==> src/hdl/fmpm_pkg.sv <==
// constants, config carrier and sign decode for the float-mode pulse math block
// assumes a single 100 MHz clock and a synchronous active-high reset
// How it works
// - slot b float pulse width: five bits at 12:8, 1 us units, resets to 3
// - slot b first-pulse delay: eight bits at 7:0, resets to 0x20
// - slot b bits 11:10 pick add or subtract for samples three and four
// - slot a bits 9:8 pick add or subtract for samples three and four
// - slot b bits 6:5 pick add or subtract for samples one and two
// - the sign codes repeat for every group of four pulses
// - bit 7 set turns the integrator into a buffer in tia adc mode
// - emitter choice: zero selects no led, one to three select led one to three
// - slot b float runs only when its two-bit enable equals three
// - fire mask bit zero fires that pulse, one suppresses; first pulse is lowest bit
package fmpm_pkg;
  localparam int unsigned CLK_PERIOD_NS = 10;
  localparam int unsigned FLOAT_UNIT_NS = 1000;
  localparam int unsigned UNIT_CYCLES = FLOAT_UNIT_NS / CLK_PERIOD_NS;
  localparam logic [7:0] IDX_LED_TIMING = 8'h3F;
  localparam logic [7:0] IDX_MATH = 8'h58;
  localparam logic [7:0] IDX_ENABLE = 8'h59;
  localparam logic [7:0] IDX_FIRE = 8'h5A;
  localparam logic [7:0] IDX_STATUS = 8'h60;
  localparam logic [15:0] RST_LED_TIMING = 16'h0320;
  localparam logic [15:0] RST_MATH = 16'h0000;
  localparam logic [15:0] RST_ENABLE = 16'h0808;
  localparam logic [15:0] RST_FIRE = 16'h0000;
  localparam int unsigned DELAY_LSB = 0;
  localparam int unsigned WIDTH_LSB = 8;
  localparam int unsigned EMITTER_LSB = 14;
  localparam int unsigned EARLY_A_LSB = 1;
  localparam int unsigned EARLY_B_LSB = 5;
  localparam int unsigned BUFFER_BIT = 7;
  localparam int unsigned LATE_A_LSB = 8;
  localparam int unsigned LATE_B_LSB = 10;
  localparam int unsigned ENABLE_B_LSB = 13;
  localparam int unsigned FIRE_B_LSB = 12;
  localparam logic [1:0] FLOAT_ON = 2'h3;

  typedef struct packed {
    logic [1:0] emitter;
    logic [4:0] width;
    logic [7:0] delay;
    logic [1:0] enable;
    logic [3:0] fire_mask;
    logic [1:0] early;
    logic [1:0] late;
  } fmpm_cfg_t;

  // code bit 1 is the sign of the first sample of the pair, bit 0 the second
  function automatic logic fmpm_subtract(input logic [1:0] early, input logic [1:0] late,
                                         input logic [1:0] idx);
    logic r;
    unique case (idx)
      2'h0: r = early[1];
      2'h1: r = early[0];
      2'h2: r = late[1];
      2'h3: r = late[0];
    endcase
    return r;
  endfunction : fmpm_subtract
endpackage : fmpm_pkg

==> src/hdl/fmpm_float_mode_regs.sv <==
// float-mode pulse math register bank with the slot b float sequencer behind it
// assumes an avalon-mm master with byte addresses; one wait cycle per access
`timescale 1ns/1ps
module fmpm_float_mode_regs import fmpm_pkg::*; #(
  parameter int unsigned ADDR_W = 10,
  parameter int unsigned CNT_W = 8
) (
  input wire logic i_clk,
  input wire logic i_reset,
  input wire logic [ADDR_W-1:0] i_avs_address,
  input wire logic i_avs_read,
  input wire logic i_avs_write,
  input wire logic [31:0] i_avs_writedata,
  input wire logic [3:0] i_avs_byteenable,
  output logic [31:0] o_avs_readdata,
  output logic o_avs_waitrequest,
  input wire logic i_tia_adc_mode,
  output logic o_integrator_buffer,
  input wire logic [1:0] i_slot_a_pulse_index,
  output logic o_slot_a_subtract,
  input wire logic i_slot_b_start,
  input wire logic [CNT_W-1:0] i_slot_b_pulse_count,
  output logic [2:0] o_slot_b_led,
  output logic o_slot_b_sample_strobe,
  output logic o_slot_b_sample_subtract,
  output logic o_slot_b_busy
);
  logic [15:0] slot_b_float_led_timing;
  logic [15:0] float_sample_math_control;
  logic [15:0] float_enable_control;
  logic [15:0] float_fire_control;
  logic ack;
  logic req;
  logic [7:0] index;
  logic [15:0] next_readdata;
  logic [15:0] status;
  logic [CNT_W-1:0] pulse_index;
  fmpm_cfg_t cfg;

  // byte lanes 0 and 1 carry the 16-bit register, upper lanes read zero
  function automatic logic [15:0] fmpm_merge(input logic [15:0] old, input logic [31:0] wdata,
                                             input logic [3:0] be);
    logic [15:0] r;
    r = old;
    if (be[0]) begin
      r[7:0] = wdata[7:0];
    end
    if (be[1]) begin
      r[15:8] = wdata[15:8];
    end
    return r;
  endfunction : fmpm_merge

  assign req = i_avs_read || i_avs_write;
  assign index = 8'(i_avs_address[ADDR_W-1:2]);
  // one fixed wait cycle keeps read data registered
  assign o_avs_waitrequest = req && !ack;

  always_ff @(posedge i_clk) begin
    if (i_reset) begin
      ack <= 1'b0;
    end else begin
      ack <= req && !ack;
    end
  end

  // reserved bits are stored as written; software keeps them zero
  always_ff @(posedge i_clk) begin
    if (i_reset) begin
      slot_b_float_led_timing <= RST_LED_TIMING;
    end else if (i_avs_write && ack && index == IDX_LED_TIMING) begin
      slot_b_float_led_timing <= fmpm_merge(slot_b_float_led_timing, i_avs_writedata, i_avs_byteenable);
    end
  end

  always_ff @(posedge i_clk) begin
    if (i_reset) begin
      float_sample_math_control <= RST_MATH;
    end else if (i_avs_write && ack && index == IDX_MATH) begin
      float_sample_math_control <= fmpm_merge(float_sample_math_control, i_avs_writedata, i_avs_byteenable);
    end
  end

  always_ff @(posedge i_clk) begin
    if (i_reset) begin
      float_enable_control <= RST_ENABLE;
    end else if (i_avs_write && ack && index == IDX_ENABLE) begin
      float_enable_control <= fmpm_merge(float_enable_control, i_avs_writedata, i_avs_byteenable);
    end
  end

  always_ff @(posedge i_clk) begin
    if (i_reset) begin
      float_fire_control <= RST_FIRE;
    end else if (i_avs_write && ack && index == IDX_FIRE) begin
      float_fire_control <= fmpm_merge(float_fire_control, i_avs_writedata, i_avs_byteenable);
    end
  end

  assign status = {o_slot_b_busy, 7'h00, 8'(pulse_index)};

  always_comb begin
    unique case (index)
      IDX_LED_TIMING: next_readdata = slot_b_float_led_timing;
      IDX_MATH: next_readdata = float_sample_math_control;
      IDX_ENABLE: next_readdata = float_enable_control;
      IDX_FIRE: next_readdata = float_fire_control;
      IDX_STATUS: next_readdata = status;
      default: next_readdata = 16'h0000;
    endcase
  end

  // captured in the wait cycle, held through the answer edge
  always_ff @(posedge i_clk) begin
    if (i_reset) begin
      o_avs_readdata <= 32'h0000_0000;
    end else if (i_avs_read && !ack) begin
      o_avs_readdata <= {16'h0000, next_readdata};
    end
  end

  always_comb begin
    cfg.width = slot_b_float_led_timing[WIDTH_LSB +: 5];
    cfg.delay = slot_b_float_led_timing[DELAY_LSB +: 8];
    cfg.emitter = slot_b_float_led_timing[EMITTER_LSB +: 2];
    cfg.enable = float_enable_control[ENABLE_B_LSB +: 2];
    cfg.fire_mask = float_fire_control[FIRE_B_LSB +: 4];
    cfg.early = float_sample_math_control[EARLY_B_LSB +: 2];
    cfg.late = float_sample_math_control[LATE_B_LSB +: 2];
  end

  always_ff @(posedge i_clk) begin
    if (i_reset) begin
      o_integrator_buffer <= 1'b0;
    end else begin
      o_integrator_buffer <= float_sample_math_control[BUFFER_BIT] && i_tia_adc_mode;
    end
  end

  always_ff @(posedge i_clk) begin
    if (i_reset) begin
      o_slot_a_subtract <= 1'b0;
    end else begin
      o_slot_a_subtract <= fmpm_subtract(float_sample_math_control[EARLY_A_LSB +: 2],
                                         float_sample_math_control[LATE_A_LSB +: 2],
                                         i_slot_a_pulse_index);
    end
  end

  fmpm_float_sequencer #(
    .CNT_W(CNT_W)
  ) u_sequencer (
    .i_clk(i_clk),
    .i_reset(i_reset),
    .i_cfg(cfg),
    .i_start(i_slot_b_start),
    .i_pulse_count(i_slot_b_pulse_count),
    .o_led(o_slot_b_led),
    .o_sample_strobe(o_slot_b_sample_strobe),
    .o_sample_subtract(o_slot_b_sample_subtract),
    .o_busy(o_slot_b_busy),
    .o_pulse_index(pulse_index)
  );

  a_width_reset: assert property (@(posedge i_clk)
    $fell(i_reset) |-> slot_b_float_led_timing[WIDTH_LSB +: 5] == 5'h03
      && slot_b_float_led_timing[DELAY_LSB +: 8] == 8'h20)
    else $error("timing register reset value wrong");
  a_buffer_mode: assert property (@(posedge i_clk) disable iff (i_reset)
    o_integrator_buffer == ($past(float_sample_math_control[BUFFER_BIT]) && $past(i_tia_adc_mode)))
    else $error("integrator buffer not following bit 7");
  a_slot_a_sign: assert property (@(posedge i_clk) disable iff (i_reset)
    ($past(i_slot_a_pulse_index) == 2'h3) |->
      o_slot_a_subtract == $past(float_sample_math_control[LATE_A_LSB]))
    else $error("slot a fourth sample sign wrong");
  a_late_sign_b: assert property (@(posedge i_clk) disable iff (i_reset)
    (o_slot_b_sample_strobe && $past(pulse_index[1:0]) == 2'h2) |->
      o_slot_b_sample_subtract == $past(float_sample_math_control[LATE_B_LSB + 1]))
    else $error("slot b third sample sign wrong");
  a_early_sign_b: assert property (@(posedge i_clk) disable iff (i_reset)
    (o_slot_b_sample_strobe && $past(pulse_index[1:0]) == 2'h0) |->
      o_slot_b_sample_subtract == $past(float_sample_math_control[EARLY_B_LSB + 1]))
    else $error("slot b first sample sign wrong");
  a_one_wait_cycle: assert property (@(posedge i_clk) disable iff (i_reset)
    ($rose(req) && !ack) |-> o_avs_waitrequest ##1 !o_avs_waitrequest)
    else $error("access not answered after one wait cycle");
  a_write_lands: assert property (@(posedge i_clk) disable iff (i_reset)
    (i_avs_write && ack && index == IDX_MATH && i_avs_byteenable == 4'hF) |=>
      float_sample_math_control == $past(i_avs_writedata[15:0]))
    else $error("math register write lost");
  a_slot_a_third: assert property (@(posedge i_clk) disable iff (i_reset)
    ($past(i_slot_a_pulse_index) == 2'h2) |->
      o_slot_a_subtract == $past(float_sample_math_control[LATE_A_LSB + 1]))
    else $error("slot a third sample sign wrong");
  a_late_fourth_b: assert property (@(posedge i_clk) disable iff (i_reset)
    (o_slot_b_sample_strobe && $past(pulse_index[1:0]) == 2'h3) |->
      o_slot_b_sample_subtract == $past(float_sample_math_control[LATE_B_LSB]))
    else $error("slot b fourth sample sign wrong");
  a_early_second_b: assert property (@(posedge i_clk) disable iff (i_reset)
    (o_slot_b_sample_strobe && $past(pulse_index[1:0]) == 2'h1) |->
      o_slot_b_sample_subtract == $past(float_sample_math_control[EARLY_B_LSB]))
    else $error("slot b second sample sign wrong");
  a_reg_holds: assert property (@(posedge i_clk) disable iff (i_reset)
    !(i_avs_write && ack) |=> $stable(float_sample_math_control))
    else $error("math register changed without a write");
  a_read_data: assert property (@(posedge i_clk) disable iff (i_reset)
    (i_avs_read && ack) |-> o_avs_readdata == {16'h0000, $past(next_readdata)})
    else $error("read data not from the addressed register");
  c_buffer_on: cover property (@(posedge i_clk) disable iff (i_reset) o_integrator_buffer);
  c_read_status: cover property (@(posedge i_clk) disable iff (i_reset)
    i_avs_read && ack && index == IDX_STATUS && o_avs_readdata[15]);
  c_subtract_b: cover property (@(posedge i_clk) disable iff (i_reset)
    o_slot_b_sample_strobe && o_slot_b_sample_subtract);
endmodule : fmpm_float_mode_regs

==> src/hdl/fmpm_float_sequencer.sv <==
// slot b float pulse sequencer: delay, pulse train, per-pulse sign
// assumes config is stable while a train runs
`timescale 1ns/1ps
module fmpm_float_sequencer import fmpm_pkg::*; #(
  parameter int unsigned CNT_W = 8
) (
  input wire logic i_clk,
  input wire logic i_reset,
  input wire fmpm_cfg_t i_cfg,
  input wire logic i_start,
  input wire logic [CNT_W-1:0] i_pulse_count,
  output logic [2:0] o_led,
  output logic o_sample_strobe,
  output logic o_sample_subtract,
  output logic o_busy,
  output logic [CNT_W-1:0] o_pulse_index
);
  typedef enum logic [1:0] {FMPM_IDLE, FMPM_OFFSET, FMPM_ON, FMPM_OFF} fmpm_state_t;
  fmpm_state_t state;
  logic [6:0] tick_cnt;
  logic tick;
  logic [7:0] units_left;
  logic last_unit;
  logic [2:0] next_led;

  assign tick = (tick_cnt == 7'(UNIT_CYCLES - 1));
  assign last_unit = tick && (units_left <= 8'h01);
  assign o_busy = (state != FMPM_IDLE);

  // 1 us enable pulse, restarted with each train so the delay is exact
  always_ff @(posedge i_clk) begin
    if (i_reset || state == FMPM_IDLE || tick) begin
      tick_cnt <= '0;
    end else begin
      tick_cnt <= tick_cnt + 7'h01;
    end
  end

  always_ff @(posedge i_clk) begin
    if (i_reset) begin
      state <= FMPM_IDLE;
      units_left <= '0;
      o_pulse_index <= '0;
    end else begin
      unique case (state)
        FMPM_IDLE: begin
          if (i_start && i_cfg.enable == FLOAT_ON && i_pulse_count != '0) begin
            state <= FMPM_OFFSET;
            units_left <= i_cfg.delay;
            o_pulse_index <= '0;
          end
        end
        FMPM_OFFSET: begin
          if (last_unit) begin
            state <= FMPM_ON;
            units_left <= 8'(i_cfg.width);
          end else if (tick) begin
            units_left <= units_left - 8'h01;
          end
        end
        FMPM_ON: begin
          if (last_unit) begin
            state <= FMPM_OFF;
            units_left <= 8'(i_cfg.width);
          end else if (tick) begin
            units_left <= units_left - 8'h01;
          end
        end
        FMPM_OFF: begin
          if (last_unit) begin
            if (o_pulse_index == i_pulse_count - CNT_W'(1)) begin
              state <= FMPM_IDLE;
            end else begin
              state <= FMPM_ON;
              units_left <= 8'(i_cfg.width);
              o_pulse_index <= o_pulse_index + CNT_W'(1);
            end
          end else if (tick) begin
            units_left <= units_left - 8'h01;
          end
        end
      endcase
    end
  end

  always_comb begin
    next_led = 3'h0;
    // zero in the mask fires, lowest bit is first pulse
    if (state == FMPM_ON && !i_cfg.fire_mask[o_pulse_index[1:0]] && i_cfg.emitter != 2'h0) begin
      next_led[i_cfg.emitter - 2'h1] = 1'b1;
    end
  end

  always_ff @(posedge i_clk) begin
    if (i_reset) begin
      o_led <= '0;
    end else begin
      o_led <= next_led;
    end
  end

  // sample taken at the end of each on period, sign from its place in the group
  always_ff @(posedge i_clk) begin
    if (i_reset) begin
      o_sample_strobe <= 1'b0;
      o_sample_subtract <= 1'b0;
    end else begin
      o_sample_strobe <= (state == FMPM_ON) && last_unit;
      // group position from the low two bits
      o_sample_subtract <= fmpm_subtract(i_cfg.early, i_cfg.late, o_pulse_index[1:0]);
    end
  end

  a_disabled_no_run: assert property (@(posedge i_clk) disable iff (i_reset)
    (state == FMPM_IDLE && i_cfg.enable != FLOAT_ON) |=> !o_busy)
    else $error("float train started while disabled");
  a_masked_no_fire: assert property (@(posedge i_clk) disable iff (i_reset)
    (o_led != 3'h0) |-> !$past(i_cfg.fire_mask[o_pulse_index[1:0]]))
    else $error("led fired in a masked position");
  a_emitter_match: assert property (@(posedge i_clk) disable iff (i_reset)
    (o_led != 3'h0) |-> (o_led == (3'h1 << ($past(i_cfg.emitter) - 2'h1))))
    else $error("wrong led driven");
  a_sign_by_group: assert property (@(posedge i_clk) disable iff (i_reset)
    o_sample_strobe |-> o_sample_subtract ==
      fmpm_subtract($past(i_cfg.early), $past(i_cfg.late), $past(o_pulse_index[1:0])))
    else $error("sample sign not from group position");
  a_delay_first: assert property (@(posedge i_clk) disable iff (i_reset)
    (state == FMPM_IDLE ##1 state == FMPM_OFFSET) |-> (o_led == 3'h0) [*8])
    else $error("led fired inside first-pulse delay");
  c_train_done: cover property (@(posedge i_clk) disable iff (i_reset)
    state == FMPM_OFF ##1 state == FMPM_IDLE);
  c_fifth_pulse: cover property (@(posedge i_clk) disable iff (i_reset)
    o_sample_strobe && o_pulse_index == CNT_W'(4));
endmodule : fmpm_float_sequencer

==> config.mk <==
export PLATFORM = sky130hd
export DESIGN_NAME = fmpm_float_mode_regs
export DESIGN_NICKNAME = d
export VERILOG_FILES = /design/src/hdl/fmpm_pkg.sv /design/src/hdl/fmpm_float_mode_regs.sv /design/src/hdl/fmpm_float_sequencer.sv
export SDC_FILE = /design/constraint.sdc
export NUM_CORES = 1
export LEC_CHECK = 0
export BUFFER_PORTS_ARGS = -buffer_cell sky130_fd_sc_hd__buf_4
export CORE_UTILIZATION = 55
export DETAILED_ROUTE_END_ITERATION = 6
export PLACE_DENSITY = 0.81
export SYNTH_ARGS = -nofsm -noshare
export SYNTH_HDL_FRONTEND = slang
export SYNTH_HIERARCHICAL = 1
export SYNTH_SLANG_ARGS = --single-unit
==> constraint.sdc <==
create_clock -name i_clk -period 3.3 [get_ports i_clk]
set_input_delay 0.33 -clock i_clk [delete_from_list [all_inputs] [get_ports i_clk]]
set_output_delay 0.33 -clock i_clk [all_outputs]
set_load 0.05 [all_outputs]
### Word level (Yosys, flattened, before mapping)

Index checks and enable logic that the tools add are counted.
Widths: inputs -> output; s select.

| word-level totals | value |
|---|---|
| output and inout port bits | 41 |
| flip-flop bits (word level) | 113 |
| input bits | 62 |
| logic and storage cells | 115 |

| cells by class | value |
|---|---|
| muxes and demuxes | 23 |
| bitwise gates (word level) | 1 |
| equality and inequality tests | 23 |
| add/subtract/negate cells | 5 |
| $lt $le $gt $ge | 4 |
| reductions and logical operators | 40 |

Operator list:

| kind | count |
|---|---|
| $pmux 16 s5 | 1 |
| $mux 8 | 8 |
| $eq 8x7->1 const B | 4 |
| $pmux 8 s3 | 1 |
| $reduce_and 2->1 | 9 |
| $pmux 8 s2 | 1 |
| $sub 8x1->8 const B | 2 |
| $logic_and 1x1->1 | 15 |
| $eq 2x2->1 const B | 7 |
| $mux 2 | 5 |
| $add 8x1->8 const B | 1 |
| $eq 8x6->1 const B | 1 |
| $eq 8x8->1 | 1 |
| $le 8x1->1 const B | 1 |
| $pmux 1 s4 | 2 |
| $pmux 2 s4 | 1 |
| $reduce_and 4->1 | 2 |
| $reduce_bool 8->1 | 1 |
| $add 7x1->7 const B | 1 |
| $eq 7x7->1 const B | 1 |
| $eq 2x1->1 const B | 3 |
| $logic_not 2->1 | 3 |
| $lt 2x3->1 const B | 2 |
| $ne 2x1->1 const B | 3 |
| other kinds (12) | 20 |

### Logic depth before layout (Yosys ltp)

Gate-level depths: netlist of the first run.

| logic depth | value |
|---|---|
| depth after elaboration | 7 |
| mapped depth | 10 |
| depth with buffers taken out | 8 |

### Hierarchy

Netlist of the first run, hierarchy kept.

Modules (own cells, without submodules):

| module | area each (um^2) | seq. area each (um^2) | cells an instance | instances |
|---|---|---|---|---|
| fmpm_float_mode_regs | 3,751.1 | 1,661.6 | 393 | 1 |
| fmpm_float_sequencer | 1,950.6 | 600.6 | 235 | 1 |

### Worst setup path before layout of the first run

Ideal clock, no wire load.

| path | value |
|---|---|
| path type | input-to-reg |
| start point | input i_slot_b_pulse_count[0] |
| end point | register u_sequencer.units_left[6] |
| buffers on the path | 0 |
| setup slack | 1,170 ps |
| cell stages on the path | 8 |
| data required time | 3,153 ps |
| setup time | 147 ps |
| arrival | 1,983 ps |
| cells stage by stage | inv_1 ha_1 nor3b_1 xnor2_1 o311ai_4 or4_1 a31oi_1 a211oi_1 |

| between the ends | value |
|---|---|
| word-level cells in the longest chain between the ends | 4 |
| elaborated cells on any way between the ends | 7 |
| those cells by class | add/sub (1); eq/ne (3); reduce/logical (3) |

RTL lines:

| what | RTL line | text |
|---|---|---|
| from (decl) | fmpm_float_mode_regs.sv:22 | `input wire logic [CNT_W-1:0] i_slot_b_pulse_count,` |
| $sub 8x1->8 or $reduce_bool 8->1 (tied branches) | fmpm_float_sequencer.sv:71, fmpm_float_sequencer.sv:47 |  |
| $eq 8x8->1 or $logic_and 1x1->1 (tied branches) | fmpm_float_sequencer.sv:71, fmpm_float_sequencer.sv:47 |  |
| $ne 3x3->1 (no source line) or $ne 2x2->1 (tied branches) | n/a |  |
| $reduce_and 2->1 (no source line) (*) | n/a |  |
| to (signal assigned) | fmpm_float_sequencer.sv:66 | `units_left <= units_left - 8'h01;` |
| to (signal assigned) | fmpm_float_sequencer.sv:75 | `units_left <= 8'(i_cfg.width);` |
| to (signal assigned) | fmpm_float_sequencer.sv:79 | `units_left <= units_left - 8'h01;` |
| to (decl) | fmpm_float_sequencer.sv:22 | `logic [7:0] units_left;` |

Mark *: on every way between the ends. The rest lies on a longest branch, timed or not.
A chain may end at the register's enable or synchronous reset.

### Final worst setup path of the first run

| path | value |
|---|---|
| start point | register u_sequencer.units_left[1] |
| end point | register u_sequencer.o_pulse_index[5] |

| between the ends | value |
|---|---|
| word-level cells in the longest chain between the ends | 4 |

RTL lines:

| what | RTL line | text |
|---|---|---|
| from (signal assigned) | fmpm_float_sequencer.sv:49 | `units_left <= i_cfg.delay;` |
| from (signal assigned) | fmpm_float_sequencer.sv:56 | `units_left <= 8'(i_cfg.width);` |
| from (signal assigned) | fmpm_float_sequencer.sv:58 | `units_left <= units_left - 8'h01;` |
| $le 8x1->1 | fmpm_float_sequencer.sv:27 | `assign last_unit = tick && (units_left <= 8'h01);` |
| $logic_and 1x1->1 | fmpm_float_sequencer.sv:27 |  |
| $ne 2x1->1 (no source line) | n/a |  |
| $reduce_and 4->1 (no source line) | n/a |  |
| to (signal assigned) | fmpm_float_sequencer.sv:76 | `o_pulse_index <= o_pulse_index + CNT_W'(1);` |
| to (decl) | fmpm_float_sequencer.sv:16 | `output logic [CNT_W-1:0] o_pulse_index` |

Every way passes these cells.

==> results.json, run 1 <==
{
  "outcome": "complete, but fails checks",
  "failed_checks": "DRC",
  "post_cts_hold_buffer_count": 0,
  "report.final.hold_viol_count": 0,
  "largest_net_degree_at_the_start_of_global_routing": 47,
  "ios": 103,
  "fp.dieArea_sq_um": 10800,
  "final_cell_area_sq_um": 6740,
  "seq_power_share_pct": 41.5,
  "htree_depth": 4,
  "max_slew.worst_pin.slew_ps": 1090,
  "dpl.cell_count": 798,
  "syn_inst": 628,
  "skew_ps": 9.15,
  "die_y_um": 104,
  "drt-initial-drc-count": 575,
  "cts_post_setup_buffers_inserted": 0,
  "critical_path_maximum_fanout": 10,
  "clock_tree_from_tritoncts": "yes",
  "layout_cells_sized_above_1_pct": 18.4,
  "cts.sinks": 113,
  "ff2ff_setup_slack_ps": 750,
  "clock_power_share_pct": 51.0,
  "port_buffers": 66,
  "place_hpwl_mm": 10.6,
  "grt_antenna_before_repair": 0,
  "route.detailed.drc": 15,
  "initial_core_util_pct": 57.5,
  "commonest_non_fill_non_tap_cell_in_the_layout": "dfxtp_1",
  "min-delay-path-class": "in -> reg",
  "switching_power_w": 0.000877,
  "critPathMaxStageDelay_ps": 510,
  "die_width_um": 104,
  "worst_setup_path_category": "reg -> reg",
  "drt.antenna.violating_nets": 0,
  "drt_pre_antenna_iters": 7,
  "via_count_of_the_first_global_routing_pass": 4857,
  "global_route.overflow_total": 0,
  "setup_viol": 0,
  "num_vias": 5128,
  "syn-mean-instance-area_sq_um": 9.08,
  "data_required_time_of_the_critical_path_ps": 3740,
  "worst_slew_margin_rel_pct": 27.4,
  "cts_made_buffers": 17,
  "cts.clk_slew.worst_paths_ps": 60,
  "core_sq_um": 9910,
  "critPathArrivalTime_ps": 2990,
  "grt_pass1_wl_mm": 24.9,
  "crit_path_end_kind": "flip-flop",
  "wire_per_inst_um": 18.6,
  "final_cells": 830,
  "final.period_utilization_pct": 77.2,
  "cts-resized-gates": 0,
  "async_reset_ff_share_pct": 0,
  "post_drt_via_cell_ratio": 6.18,
  "global_route.usage.total_pct": 29.4,
  "final-max-slew-violation-count": 0,
  "final_stage_net_count": 755,
  "pwr-share-comb_pct": 7.6,
  "layout.area.seq_sq_um": 2260,
  "synth_seq_area_share_pct": 39.7,
  "worstPathCellList": "inv_1 > ha_1 > nor2_1 > nor4_2 > and4_1 > o31ai_4 > or4_1 > a21oi_1",
  "multi_input_comb_area_sq_um": 3180,
  "ys.warnings.count": 6,
  "worst_path_dominant_cell_family": "simple AND/OR/NAND/NOR gates",
  "max-cap-violations": 0,
  "antennaDiodeCount": 0,
  "totalWireLength_mm": 15.4,
  "worstSetupStartpointType": "flip-flop",
  "area_growth_syn_to_layout_pct": 18.3,
  "postSynthRegisterBits": 113,
  "yosys.cell_types.count": 71,
  "layout.cells.most_common_list": "dfxtp_1 (113), nor2_1 (80), buf_4 (70)",
  "fillers": 782,
  "gp_congestion": 0.886,
  "dpl_cell_area_sq_um": 6190,
  "number_of_enable_flip_flop_cells_after_synthesis": 0,
  "core.rowCount": 36,
  "p_int_w": 0.00245,
  "post-route-min-period_ps": 2550,
  "clock-root-buffer": "clkbuf_8",
  "peakVddDrop_mv": 0.288,
  "timing.setup.tns_ps": 0,
  "cts-root-to-sink-buffers": 2,
  "mapped_area_sq_um": 5700,
  "unrepaired_setup_endpoints_after_global_routing": "false",
  "postLayoutCoreUtil_pct": 68.0,
  "maxClockFrequency_ghz": 0.392,
  "postSynth.topFlopCell": "dfxtp_1",
  "worst_skew_pair.late_latency_ps": 530,
  "sw_frac_of_total_pct": 26.4,
  "critical_path.slowest_cell": "or4_1",
  "power_per_cell_area_nw_per_um2": 493,
  "leakagePower_nw": 2.76,
  "critical_path.n_buffers_inverters": 1
}
-- final timing paths --
kind,to,from,cells past startpoint
worst max register to register,u_sequencer/o_pulse_index[5]$_SDFFE_PP0P_,u_sequencer/units_left[1]$_SDFFE_PP0P_,8
worst min-delay path,o_integrator_buffer$_SDFF_PP0_,i_tia_adc_mode,2
worst max-delay path,u_sequencer/o_pulse_index[5]$_SDFFE_PP0P_,u_sequencer/units_left[1]$_SDFFE_PP0P_,8
worst min register to register,u_sequencer/tick_cnt[0]$_SDFF_PP0_,u_sequencer/tick_cnt[0]$_SDFF_PP0_,1
-- stage by stage --
step	hold WS, ps	worst slack [ps]	power [W]
2_1_floorplan	413	1170	0.00158
3_3_place_gp	427	865	0.00165
3_5_place_dp	435	805	0.00166
4_1_cts	40.2	829	0.00333
5_1_grt	49.9	650	0.00341
6_report	47.6	752	0.00332
-- Yosys cell counts, drive strengths merged, types with 12 or more instances --
| cell type | instances | area, sq um |
|---|---|---|
| o21ai | 18 | 90.1 |
| dfxtp | 113 | 2260 |
| and3 | 12 | 77.6 |
| nand3 | 35 | 175 |
| nor4 | 13 | 124 |
| inv | 15 | 56.3 |
| nor2 | 81 | 307 |
| a21oi | 40 | 200 |
| clkbuf | 21 | 82.6 |
| mux2i | 67 | 671 |
| buf | 27 | 175 |
| xor2 | 12 | 105 |
| nand2 | 37 | 141 |
-- layout make-up --
type	instances	area share, %
clock buffers	17	6.14
inverters	16	0.891
flip-flops and latches	113	33.5
multi-input cells	466	47.1
well taps	133	2.47
repair buffers	70	7.79
clock inverters	15	2.02
-- layer usage --
| layer | vias to the layer above | global-route usage, % | wire [um] |
|---|---|---|---|
| met5 | - | 0 | 0 |
| met4 | 0 | 11.6 | 361 |
| met3 | 36 | 6.86 | 1420 |
| met2 | 278 | 47.1 | 7250 |
| met1 | 2422 | 38.1 | 6400 |
| li1 | 2392 | - | - |
-- sequential cells by signal (all words and copies together) (netlist names), 2 cells and up --
signal                     flops
o_avs_readdata                16
float_enable_control          16
u_sequencer/units_left         8
slot_b_float_led_timing       16
u_sequencer/o_led              3
float_fire_control            16
u_sequencer/o_pulse_index      8
u_sequencer/state              2
u_sequencer/tick_cnt           7
float_sample_math_control     16
-- logic make-up after synthesis --
kind of cell    count (synthesis)  synth area share (%)
buf+inv                        64                  5.57
other cells                     1                0.0658
mux                            69                  12.6
simple gates                  231                  21.8
compound gates                122                  15.4
fa+ha+maj                       9                  1.98
xor+xnor                       19                  2.92
flops                         113                  39.7
-- power by group through the flow --
stage,Combinational [W],Clock [W],Sequential (W)
floorplan,0.000149,0,0.00143
global placement,0.000244,0,0.00141
detailed placement,0.000248,0,0.00141
CTS,0.000250,0.00170,0.00138
global route,0.000266,0.00176,0.00138
finish,0.000252,0.00169,0.00138
(Power assumes the default switching activity.)
==> run 2, diff against run 1 <==
CORE_UTILIZATION = 51   (was 55)
PLACE_DENSITY = 0.79   (was 0.81)
clock period = 2.25 ns   (was 3.3 ns; I/O delays follow)
==> results.json, run 2 (synthesized netlist as in run 1, its figures left out) <==
{
  "maxClockFrequency_ghz": 0.463,
  "cts.clk_slew.worst_paths_ps": 60,
  "outcome": "finished, final reports clean",
  "die_y_um": 108,
  "drt_pre_antenna_iters": 6,
  "global_route.overflow_total": 0,
  "core.rowCount": 38,
  "worst_skew_pair.late_latency_ps": 520,
  "final-max-slew-violation-count": 0,
  "ios": 103,
  "cts-root-to-sink-buffers": 2,
  "clock_tree_from_tritoncts": "yes",
  "final.period_utilization_pct": 96.0,
  "busiest_layer": "met2",
  "r2r_cells": 9,
  "globalRouteMet2Util_pct": 46.9,
  "worst_setup_path_startpoint": "u_sequencer/tick_cnt[0]$_SDFF_PP0_",
  "skew_ps": 8.30,
  "max_slew.worst_pin.slew_ps": 710,
  "commonest_non_fill_non_tap_cell_in_the_layout": "dfxtp_1",
  "totalWireLength_mm": 16.9,
  "r2r-start": "u_sequencer/tick_cnt[0]$_SDFF_PP0_",
  "grt.met1_usage_pct": 36.2,
  "grt_pass1_wl_mm": 25.8,
  "layout_cells_sized_above_1_pct": 22.0,
  "port_buffers": 66,
  "antennaDiodeCount": 0,
  "num_vias": 5452,
  "total_power_w": 0.00524,
  "clock-root-buffer": "clkbuf_8",
  "initial_core_util_pct": 52.4,
  "fillers": 818,
  "worst_setup_path_category": "reg -> reg",
  "fp.dieArea_sq_um": 11600,
  "htree_depth": 4,
  "wire_per_inst_um": 19.0,
  "global_route.usage.total_pct": 29.3,
  "largest_net_degree_at_the_start_of_global_routing": 56,
  "data_required_time_of_the_critical_path_ps": 2690,
  "setup_viol": 0,
  "post_drt_via_cell_ratio": 6.13,
  "final_stage_net_count": 809,
  "route.detailed.drc": 0,
  "crit_path_end_kind": "flip-flop",
  "max-cap-violations": 0,
  "timing.setup.tns_ps": 0,
  "cts_made_buffers": 17,
  "holdCritStartpoint": "i_avs_write",
  "cts.sinks": 113,
  "area_growth_syn_to_layout_pct": 28.0,
  "post-route-min-period_ps": 2160,
  "worst_slew_margin_rel_pct": 52.5,
  "hold-path-cell-count": 3,
  "power_per_cell_area_nw_per_um2": 718,
  "critical_path_maximum_fanout": 5,
  "grt_antenna_before_repair": 0,
  "layout.cells.most_common_list": "dfxtp_1 (113), buf_4 (105), nor2_1 (80)",
  "critPathArrivalTime_ps": 2600,
  "worstSetupStartpointType": "flip-flop",
  "met3_usage_pct": 7.51,
  "place_hpwl_mm": 11.3,
  "via_count_of_the_first_global_routing_pass": 5059,
  "drt.antenna.violating_nets": 0,
  "gp_congestion": 0.893,
  "min-delay-path-class": "in -> reg",
  "leakagePower_nw": 3.07,
  "die_width_um": 108,
  "drt-initial-drc-count": 638,
  "peakVddDrop_mv": 0.428,
  "timing.hold.ws_ps": 30.9,
  "unrepaired_setup_endpoints_after_global_routing": "false",
  "postLayoutCoreUtil_pct": 67.0,
  "core_sq_um": 10900,
  "report.final.hold_viol_count": 0
}
## run 2: cell count changes in the layout (fill, tap and decap cells not counted), moves of 2 or more
| cell | delta |
|---|---|
| bufinv_16 | +3 |
| clkinvlp_4 | -7 |
| clkinv_2 | +2 |
| inv_6 | -3 |
| buf_4 | +35 |
| dlygate4sd3_1 | +18 |
| clkbuf_8 | +3 |
## run 2: what timing repair did
action | CTS | global route
endpoints found under the hold margin | 54 | 0
resized for setup | 0 | 5
buffers inserted | 0 | 1
setup endpoints to repair | 0 | 10
hold buffers | 18 | 0
## run 2: path summary, 6_finish.rpt
check | end | slack (ps)
worst min register to register | u_sequencer/tick_cnt[0]$_SDFF_PP0_ | 450
worst max register to register | u_sequencer/units_left[4]$_SDFFE_PP0P_ | 90
worst max-delay path | u_sequencer/units_left[4]$_SDFFE_PP0P_ | 90
worst min-delay path | ack$_SDFF_PP0_ | 30
## run 2: where the power goes
| group | switching (W) | internal, W |
|---|---|---|
| combinational | 0.000277 | 0.000142 |
| clock | 0.000919 | 0.00187 |
| sequential | 0.00000875 | 0.00202 |
## run 2: worst max-delay path, cell delays in order, from the launching register on
cell,delay (ps)
dfxtp_1,350
ha_1,170
nand4b_1,180
nor3_4,230
buf_4,150
buf_4,100
a311oi_1,70
a2111oi_0,580
nand3_1,140
o21ai_0,100
## run 2: layer usage
| layer | wire length (um) | up-vias |
|---|---|---|
| li1 | - | 2492 |
| met1 | 6650 | 2571 |
| met2 | 7990 | 324 |
| met3 | 1700 | 65 |
| met4 | 563 | 0 |
| met5 | 0 | - |
## run 2: area by class of cell
| type | instances | area, sq um | share of cell area, % |
|---|---|---|---|
| Clock buffer | 21 | 459 | 6.29 |
| Clock inverter | 10 | 158 | 2.16 |
| Inverter | 16 | 60.1 | 0.823 |
| Multi-Input combinational cell | 466 | 3190 | 43.8 |
| Sequential cell | 113 | 2260 | 31.0 |
| Tap cell | 140 | 175 | 2.40 |
| Timing Repair Buffer | 124 | 988 | 13.5 |
## run 2: metrics by stage
step	worst slack [ps]	area [sq um]	std cells
3_3_place_gp	-4.76	6480	840
3_5_place_dp	-79.6	6480	840
2_1_floorplan	139	5760	643
6_report	90.2	7300	890
5_1_grt	3.70	7300	890
4_1_cts	106	7270	889
==> run 3, diff against run 2 <==
CORE_MARGIN = 8   (was not set)
TNS_END_PERCENT = 1   (was not set)
==> results.json, run 3 (synthesized netlist as in run 1, its figures left out) <==
{
  "met3_usage_pct": 5.09,
  "critical_path.n_buffers_inverters": 2,
  "post_drt_via_cell_ratio": 6.10,
  "max-cap-violations": 0,
  "min-delay-path-class": "in -> reg",
  "global_route.overflow_total": 0,
  "timing.setup.tns_ps": 0,
  "r2r_cells": 9,
  "power_per_cell_area_nw_per_um2": 697,
  "max_slew.worst_pin.slew_ps": 651,
  "antennaDiodeCount": 0,
  "outcome": "finished, final reports clean",
  "cts-root-to-sink-buffers": 2,
  "ios": 103,
  "cts.clk_slew.worst_paths_ps": 60,
  "postLayoutCoreUtil_pct": 66.6,
  "setup_ws_ps": 93.5,
  "maxClockFrequency_ghz": 0.464,
  "critical_path_cell_count": 9,
  "critical_path.slowest_cell": "dfxtp_1",
  "via_count_of_the_first_global_routing_pass": 5210,
  "total_power_w": 0.00506,
  "critPathMaxStageDelay_ps": 350,
  "critical_path_maximum_fanout": 10,
  "cts_made_buffers": 17,
  "route.detailed.drc": 0,
  "worst_path_dominant_cell_family": "simple AND/OR/NAND/NOR gates",
  "worst_setup_path_startpoint": "u_sequencer/tick_cnt[0]$_SDFF_PP0_",
  "peakVddDrop_mv": 0.389,
  "cts.sinks": 113,
  "report.final.hold_viol_count": 0,
  "grt_antenna_before_repair": 0,
  "die_width_um": 122,
  "leakagePower_nw": 3.01,
  "largest_net_degree_at_the_start_of_global_routing": 64,
  "num_vias": 5414,
  "final-max-slew-violation-count": 0,
  "unrepaired_setup_endpoints_after_global_routing": "true",
  "core_sq_um": 10900,
  "fp.dieArea_sq_um": 14800,
  "global_route.usage.total_pct": 22.4,
  "die_y_um": 122,
  "htree_depth": 4,
  "final.period_utilization_pct": 95.8,
  "layout_cells_sized_above_1_pct": 22.0,
  "globalRouteMet2Util_pct": 36.3,
  "worstPathCellList": "ha_2 > nand4b_1 > nor3_4 > buf_4 > and3_1 > buf_12 > nor3_1 > a2111o_1 > mux2i_1",
  "crit_path_end_kind": "flip-flop",
  "area_growth_syn_to_layout_pct": 27.2,
  "final_stage_net_count": 805,
  "clock-root-buffer": "clkbuf_8",
  "clock_tree_from_tritoncts": "yes",
  "worstSetupStartpointType": "flip-flop",
  "layout.cells.most_common_list": "dfxtp_1 (113), buf_4 (101), nor2_1 (79)",
  "drt.antenna.violating_nets": 0,
  "grt_pass1_wl_mm": 26.4,
  "drt-initial-drc-count": 618,
  "place_hpwl_mm": 11.6,
  "port_buffers": 66,
  "hold-path-cell-count": 3,
  "wire_per_inst_um": 18.9,
  "grt.met1_usage_pct": 28.1,
  "r2r-start": "u_sequencer/tick_cnt[0]$_SDFF_PP0_",
  "worst_skew_pair.late_latency_ps": 510,
  "skew_ps": 9.06,
  "dp_slack_ps": -59.5,
  "critPathArrivalTime_ps": 2590,
  "setup_viol": 0,
  "holdCritStartpoint": "i_avs_read",
  "post-route-min-period_ps": 2160,
  "timing.hold.ws_ps": 24.7,
  "drt_pre_antenna_iters": 5,
  "initial_core_util_pct": 52.4,
  "commonest_non_fill_non_tap_cell_in_the_layout": "dfxtp_1",
  "core.rowCount": 38,
  "busiest_layer": "met2",
  "totalWireLength_mm": 16.8,
  "worst_setup_path_category": "reg -> reg",
  "data_required_time_of_the_critical_path_ps": 2690,
  "worst_slew_margin_rel_pct": 56.6,
  "gp_congestion": 0.892
}
-- run 3: timing repair --
action / CTS / global route
hold buffers: 18 / 0
endpoints found under the setup margin: 0 / 12
resized for setup: 0 / 9
buffers inserted: 0 / 0
endpoints found under the hold margin: 39 / 0
-- run 3: stage by stage --
stage / instances / instance area (sq um)
2_1_floorplan: 643 / 5760
3_3_place_gp: 837 / 6450
3_5_place_dp: 837 / 6450
4_1_cts: 887 / 7210
5_1_grt: 887 / 7250
6_report: 887 / 7250
-- run 3: where the power goes --
part | total, W | internal (W) | switching (W)
clock network | 0.00262 | 0.00162 | 0.00100
registers | 0.00202 | 0.00201 | 0.00000781
logic | 0.000418 | 0.000140 | 0.000279
total | 0.00506 | 0.00377 | 0.00129
-- run 3: final cells by class --
class / instances / area, sq um
clock buffer: 18 / 428
clock inverter: 14 / 153
sequential: 113 / 2260
inverter: 16 / 60.1
fill: 856 / 3630
timing repair buffer: 120 / 958
multi-input combinational: 466 / 3220
tap: 140 / 175
-- run 3: final timing paths --
kind / to / slack, ps
min reg2reg: u_sequencer/tick_cnt[0]$_SDFF_PP0_ / 450
max: u_sequencer/units_left[3]$_SDFFE_PP0P_ / 90
max reg2reg: u_sequencer/units_left[3]$_SDFFE_PP0P_ / 90
min: ack$_SDFF_PP0_ / 20
-- run 3: layer usage --
metal  vias up  wire [um]
li1       2496          -
met1      2608       6980
met2       262       7840
met3        48       1420
met4         0        527
met5         -          0
-- run 3: tightest hold or removal path: cells and delay by family --
family,cells,cell delay [ps]
buf+inv,1,90
simple gates,2,170
